<file path="config.mk">
export PLATFORM = sky130hd
export DESIGN_NAME = arj_top
export DESIGN_NICKNAME = d
export VERILOG_FILES = /design/src/arj_pkg.sv /design/src/arj_top.sv
export SDC_FILE = /design/constraint.sdc
export NUM_CORES = 1
export LEC_CHECK = 0
export BUFFER_PORTS_ARGS = -buffer_cell sky130_fd_sc_hd__buf_2
export CORE_MARGIN = 10
export CORE_UTILIZATION = 40
export CTS_BUF_LIST = sky130_fd_sc_hd__clkbuf_16
export DETAILED_ROUTE_END_ITERATION = 10
export PLACE_DENSITY = 0.66
export SYNTH_ARGS = -nofsm -noshare
export SYNTH_HDL_FRONTEND = slang
export SYNTH_SLANG_ARGS = --single-unit
export TNS_END_PERCENT = 10
</file>
<file path="constraint.sdc">
create_clock -name MCLK -period 2.4 [get_ports MCLK]
set_clock_uncertainty 0.05 [all_clocks]
set_input_delay 0.24 -clock MCLK [delete_from_list [all_inputs] [get_ports MCLK]]
set_output_delay 0.24 -clock MCLK [all_outputs]
set_load 0.005 [all_outputs]
</file>
<file path="src/arj_pkg.sv">
// Package: register map, field layout and timing constants of the result justifier
package arj_pkg;
   // ****************************************
   // Register byte addresses
   // ****************************************
   localparam logic [11:0] ARJ_OFF_CTRL    = 12'h000;
   localparam logic [11:0] ARJ_OFF_RES_HI  = 12'h004;
   localparam logic [11:0] ARJ_OFF_RES_LO  = 12'h008;
   localparam logic [11:0] ARJ_OFF_RAW     = 12'h00c;
   // ****************************************
   // Control register fields and register reset values
   // ****************************************
   localparam int          ARJ_BIT_GO      = 0;
   localparam int          ARJ_BIT_JUSTIFY = 7;
   localparam logic [7:0]  ARJ_CTRL_RESET  = 8'h00;
   localparam logic [7:0]  ARJ_RES_RESET   = 8'h00;
   // ****************************************
   // Conversion timing, result width and controller states
   // ****************************************
   localparam int          ARJ_CLK_NS      = 40;
   localparam int          ARJ_CONV_NS     = 440;
   localparam int          ARJ_CONV_CYC    = (ARJ_CONV_NS + ARJ_CLK_NS - 1) / ARJ_CLK_NS;
   localparam int          ARJ_RES_W       = 10;
   typedef enum logic [0:0] {
      ARJ_IDLE = 1'b0,
      ARJ_CONV = 1'b1
   } arj_state_e;
endpackage

</file>
<file path="src/arj_top.sv">
// Module: 10-bit conversion result justifier with APB register access
//
// Decided for this implementation: the register offsets and the APB register port.
`timescale 1ns/1ps
`default_nettype none
module arj_top
   import arj_pkg::*;
#(
   parameter int CONV_CYC = ARJ_CONV_CYC
) (
   // Clock and reset
   input  wire logic                 MCLK,
   input  wire logic                 RST,
   // APB slave
   input  wire logic                 PSEL,
   input  wire logic                 PENABLE,
   input  wire logic                 PWRITE,
   input  wire logic [11:0]          PADDR,
   input  wire logic [31:0]          PWDATA,
   output var  logic [31:0]          PRDATA,
   output var  logic                 PREADY,
   output var  logic                 PSLVERR,
   // Converter core
   input  wire logic [ARJ_RES_W-1:0] CONV_DATA,
   output var  logic                 CONV_BUSY
);

   // ****************************************
   // State
   // ****************************************
   arj_state_e       state, next_state;
   logic [15:0]      count, next_count;
   logic             justify, next_justify;
   logic [7:0]       res_hi, next_res_hi;
   logic [7:0]       res_lo, next_res_lo;
   logic [31:0]      next_prdata;
   logic             next_pready, next_pslverr, next_busy;
   logic             wr, rd, done;

   function automatic logic [15:0] fmt(input logic j, input logic [ARJ_RES_W-1:0] v);
      if (j)
         fmt = {6'h00, v[9:8], v[7:0]};
      else
         fmt = {v[9:2], v[1:0], 6'h00};
   endfunction

   // One wait state: an access is taken only while PREADY is still low
   assign wr   = PSEL && PENABLE && PWRITE && !PREADY;
   assign rd   = PSEL && PENABLE && !PWRITE && !PREADY;
   assign done = (state == ARJ_CONV) && (count == 16'(CONV_CYC - 1));

   // ****************************************
   // Next state
   // ****************************************
   always_comb begin
      next_state   = state;
      next_count   = count;
      next_justify = justify;
      next_res_hi  = res_hi;
      next_res_lo  = res_lo;
      next_prdata  = PRDATA;
      next_pready  = 1'b0;
      next_pslverr = 1'b0;
      unique case (state)
         ARJ_IDLE: begin
            if (wr && PADDR == ARJ_OFF_CTRL && PWDATA[ARJ_BIT_GO]) begin
               next_state = ARJ_CONV;
               next_count = 16'h0000;
            end
         end
         ARJ_CONV: begin
            next_count = count + 16'h0001;
            if (done) begin
               next_state = ARJ_IDLE;
               {next_res_hi, next_res_lo} = fmt(justify, CONV_DATA);
            end
         end
      endcase
      // Register access, decoded in the cycle before PREADY rises
      if (PSEL && PENABLE && !PREADY) begin
         next_pready = 1'b1;
         next_prdata = 32'h0000_0000;
         unique case (PADDR)
            ARJ_OFF_CTRL: begin
               next_prdata[ARJ_BIT_JUSTIFY] = justify;
               next_prdata[ARJ_BIT_GO]      = (state == ARJ_CONV);
               if (wr)
                  next_justify = PWDATA[ARJ_BIT_JUSTIFY];
            end
            ARJ_OFF_RES_HI: begin
               next_prdata[7:0] = res_hi;
               // Hardware load wins over a software write in the same cycle
               if (wr && !done)
                  next_res_hi = PWDATA[7:0];
            end
            ARJ_OFF_RES_LO: begin
               next_prdata[7:0] = res_lo;
               if (wr && !done)
                  next_res_lo = PWDATA[7:0];
            end
            ARJ_OFF_RAW: begin
               next_prdata[9:0] = CONV_DATA;
            end
            default: begin
               next_pslverr = 1'b1;
            end
         endcase
         if (!rd)
            next_prdata = 32'h0000_0000;
      end
      // Busy mirrors the state so that it rises with PREADY and falls with the load
      next_busy    = (next_state == ARJ_CONV);
   end

   // ****************************************
   // Registers
   // ****************************************
   always_ff @(posedge MCLK or posedge RST) begin
      if (RST) begin
         state     <= ARJ_IDLE;
         count     <= 16'h0000;
         justify   <= 1'b0;
         res_hi    <= ARJ_RES_RESET;
         res_lo    <= ARJ_RES_RESET;
         PRDATA    <= 32'h0000_0000;
         PREADY    <= 1'b0;
         PSLVERR   <= 1'b0;
         CONV_BUSY <= 1'b0;
      end else begin
         state     <= next_state;
         count     <= next_count;
         justify   <= next_justify;
         res_hi    <= next_res_hi;
         res_lo    <= next_res_lo;
         PRDATA    <= next_prdata;
         PREADY    <= next_pready;
         PSLVERR   <= next_pslverr;
         CONV_BUSY <= next_busy;
      end
   end
endmodule
`default_nettype wire

</file>
### Word level (Yosys, flattened, before mapping)

Index checks and enable logic that the tools add are counted.

* flip-flop bits (word level): 68
* input port bits: 59
* output and inout port bits: 35
* logic and storage cells: 55

* $add $sub $neg: 1
* equal/unequal tests: 5
* multiplexer cells: 24
* bitwise logic cells: 1
* reduce and logical (&&, ||, !) cells: 16

Operators by type and width (number)
* $mux 8: 10
* $mux 16: 2
* $pmux 16 s2: 1
* $eq 12x4->1 const B: 2
* $pmux 6 s3: 1
* $add 16x1->16 const B: 1
* $eq 16x4->1 const B: 1
* $eq 12x3->1 const B: 1
* $logic_not 12->1: 1
* $logic_and 1x1->1: 10
* $mux 10: 1
* $pmux 1 s4: 2
* $mux 1: 5
* $reduce_or 4->1: 1
* $logic_not 1->1: 3
* $reduce_and 3->1: 1
* $mux 2: 1
* $ne 2x2->1 const B: 1
* $pmux 1 s2: 1
* $not 1->1: 1

### Logic depth before layout (Yosys ltp)

* depth in word-level cells: 7
* gate-level depth with buffers: 7
* mapped depth without buffers: 6

### Worst setup path before layout

Ideal clock, no wire load.

* path type: in2reg
* start: input PADDR[1]
* end: register count[8]
* library setup time: 125 ps
* data arrival time: 1574 ps
* data required time: 2225 ps
* setup slack: 651 ps
* stages on the path: 7
* buffers on the path: 2
* cells stage by stage: nor4_4 nand3_1 or4_1 buf_2 buf_6 nand3_1 o21ai_1

* cells in the longest elaborated chain, start to end: 4

RTL lines
* from (decl): RTL line arj_top.sv:18 `input wire logic [11:0] PADDR,`
* $logic_not 12->1: RTL line arj_top.sv:66 `if (wr && PADDR == ARJ_OFF_CTRL && PWDATA[ARJ_BIT_GO]) begin`
* $logic_and 1x1->1 (2 in a row): RTL line arj_top.sv:66
* $ne 2x2->1 (no line)
* to (signal assigned): RTL line arj_top.sv:131 `count <= next_count;`
* to (decl): RTL line arj_top.sv:32 `logic [15:0] count, next_count;`

Every way passes these cells.
A chain may end at the register's enable or synchronous reset.

### Final worst setup path

* start: register PREADY
* end: register count[4]

* cells in the longest elaborated chain, start to end: 5

RTL lines
* from (decl): RTL line arj_top.sv:21 `output var logic PREADY,`
* from (signal assigned): RTL line arj_top.sv:136 `PREADY <= next_pready;`
* $logic_not 1->1: RTL line arj_top.sv:48 `assign wr = PSEL && PENABLE && PWRITE && !PREADY;`
* $logic_and 1x1->1: RTL line arj_top.sv:48
* $logic_and 1x1->1 (2 in a row): RTL line arj_top.sv:66
* $ne 2x2->1 (no line)

Every way passes these cells.

==> summary.md <==
| Metric | Value |
|---|---|
| Most used DFF post-synth | `dfrtp_1` |
| Skew-Pair Late Insertion Delay | `about 280 ps` |
| Synth top area cells | `dfrtp_1, buf_4, mux2i_1, mux2_2, nand2_1` |
| CP Capture Type | `register` |
| Initial Utilization | `about two fifths` |
| PwrDens | `between 500 and 600 nW/um^2` |
| Via/cell ratio | `roughly 5` |
| Yosys warnings | `0` |
| Total CTS buffers | `5` |
| Syn Area/Cell | `~9.7 um^2` |
| Async S/R FF share, synth | `100%` |
| Post_cts resized | `0` |
| P&R area growth vs syn | `16.1%` |
| Clock sinks | `46` |
| Crit start category | `register` |
| All-Layer GR Usage | `12.2%` |
| First-pass detailed-route iteration total | `4` |
| Yosys reg bits | `46` |
| First-pass GRT wire length | `between 10 and 15 mm` |
| Routed len/inst | `15.4 um` |
| Crit-path max cell delay | `~810 ps` |
| Row count | `29` |
| TritonCTS clock tree | `built` |
| Count leader, synth | `dfrtp_1` |
| Cell Chain, Critical Path | `or2_2, or4_1, nand3_1, o21ai_0` |
| DRC | `0` |
| Outcome | `finished clean` |
| WP data required | `~2500 ps` |
| Critical path class | `register to register` |
| RSZ-0062 raised after global routing | `false` |
| Total length of routed wires | `around 6 mm` |
| Depth of the worst register-to-register path | `4` |
| Hold crit path type | `input pin to register` |
| Initial antenna violation count | `0` |
| Worst IR Drop VDD | `316 uV` |
| Hold Path End | `res_lo[3]` |
| 1st-iter DRT viols | `90` |
| MaxCap Viol Count | `0` |
| Total grt overflow | `0` |
| Number of buffer and inverter instances along the worst setup path | `0` |
| Final setup vio count | `0` |
| Share of cells above drive strength 1 | `around a quarter` |
| Detail Placement HPWL | `between 4 and 5 mm` |
| Dpl cell area | `about 2800 um^2` |
| Critical R2R Launch | `PREADY` |
| H-tree depth | `2` |
| Period utilization | `about 86%` |
| Minimum clock period | `~2100 ps` |
| DIE AREA | `around 10000 um^2` |
| Post-CTS setup buffer count | `0` |
| Worst slew margin | `between 50% and 60%` |
| Top cell type's share of synthesized area | `between 40% and 50%` |
| Vias in the first global route | `between 2000 and 2500` |
| Core box area | `approximately 6300 um^2` |
| Root Buffer Master | `clkbuf_16` |
| Static leakage power | `0.00145 uW` |
| IO Count | `94` |
| Vias | `1999` |
| Largest net degree at the start of global routing | `28` |
| Final Max Slew Viols | `0` |
| Endpoints failing hold | `0` |
| ANT cells | `0` |
| Synth Instances | `about 270` |
| Non-filler cells, final | `395` |
| Final #Nets | `378` |
| Data arrival, critical path | `about 2200 ps` |
| CTS max path bufs | `2` |
| Worst-Margin Slew | `616 ps` |
| CTS Hold Bufs | `1` |
| Mapped Area | `approximately 2600 um^2` |
| Hold Path Cell Cnt | `3` |
| Die W | `100 um` |
| Synth area leader | `dfrtp_1` |
| Reg2Reg Setup Slack | `340 ps` |
| Critical path's slowest cell | `or4_1` |
| Finished Cell Area | `3010 um^2` |
| EDFF count, synth | `0` |
| Capturing point of the worst reg2reg path | `count[4]` |
| Setup tns final | `0 ps` |
| Clk pin slew, worst setup/hold paths | `approximately 70 ps` |
| Worst Path Max Fanout | `14` |
| DRT antenna net count | `0` |
| Post-synth top cells | `dfrtp_1, nand2_1, buf_4` |
| Die Height | `100 um` |
| Routability cong. | `about 0.77` |
| Sequential area share after synthesis | `approximately 44%` |
| Highest clock rate | `slightly below 500 MHz` |
| HP Start | `CONV_DATA[3]` |
| Placed insts | `roughly 390` |
| Distinct cells, synth | `37` |
| Buffers on Ports | `between 40 and 50` |
| CP delay by family, top | `simple AND/OR/NAND/NOR gates` |
[worst min-delay path: cells and delay by family]
kind	cells	cell delay, ps
AO/OA/AOI/OAI	1	60
buffers and inverters	1	110
AND/OR/NAND/NOR	1	50
[placed cells by master (no fill, tap or decap), drive strengths merged]
cell	synthesis	final
a211oi	4	4
a21oi	4	4
a22oi	6	6
and2	3	3
and3	3	3
and4	1	1
and4b	1	1
buf	27	53
bufinv	0	1
clkbuf	5	5
clkinv	0	2
conb	1	22
dfrtp	46	46
dlygate4sd3	0	1
ha	2	2
inv	4	4
mux2	13	13
mux2i	16	16
mux4	2	2
nand2	37	37
nand2b	6	6
nand3	21	21
nand4	6	6
nor2	6	6
nor2b	5	5
nor3	3	3
nor4	4	4
nor4b	3	3
o211ai	1	1
o21a	1	1
o21ai	28	28
or2	3	3
or3	2	2
or4	1	1
xnor2	2	2
[layout make-up]
class	instances	area, um^2
fill	642	3300
multi-input combinational	206	1290
sequential	46	1150
timing repair buffer	54	290
clock buffer	5	125
tap	77	96.3
clock inverter	3	40.0
inverter	4	15.0
[through the flow]
step | power (uW) | hold slack (ps) | utilization (%) | setup WS (ps)
2_1_floorplan | 903 | 326 | - | 651
3_3_place_gp | 939 | 164 | 44.9 | 313
3_5_place_dp | 941 | 157 | 44.9 | 282
4_1_cts | 1720 | 164 | 47.7 | 353
5_1_grt | 1790 | 175 | 47.7 | 214
6_report | 1710 | 162 | 47.7 | 339
[power by group]
part | internal [uW] | switching (uW) | total (uW) | leakage [uW]
Sequential | 787 | 7.76 | 795 | 0.000545
Combinational | 55.5 | 77.7 | 133 | 0.000818
Clock | 487 | 291 | 778 | 0.0000836
Total | 1330 | 376 | 1710 | 0.00145
[registers in the layout, indices dropped and copies added, names as in the netlist]
register,cells
count,16
state,1
PREADY,1
res_hi,8
PRDATA,10
justify,1
PSLVERR,1
res_lo,8
[cells by family after synthesis]
family / Yosys count / share of synthesized area (%)
simple gates: 105 / 21.8
fa+ha+maj: 2 / 0.966
other cells: 1 / 0.145
mux: 31 / 13.6
flops: 46 / 44.4
compound gates: 44 / 9.66
xor+xnor: 2 / 0.676
buf+inv: 36 / 8.79
[how the worst max path moves through the flow]
stage	to	cells past startpoint	slack [ps]	start
after global routing	count[14]	4	210	PREADY
after floorplan	count[8]	7	650	PADDR[1]
after detailed placement	count[4]	6	280	PADDR[7]
after CTS	count[4]	4	350	PREADY
after global placement	count[4]	6	310	PADDR[7]
final	count[4]	4	340	PREADY
[layer usage]
layer	vias up	wire length, um	GRT usage [%]
met1	949	2770	15.1
met3	4	251	3.43
met4	0	31	1.96
li1	1006	-	-
met2	40	3020	21.0
met5	-	0	0
No activity file was read; power rests on OpenSTA's default activity.
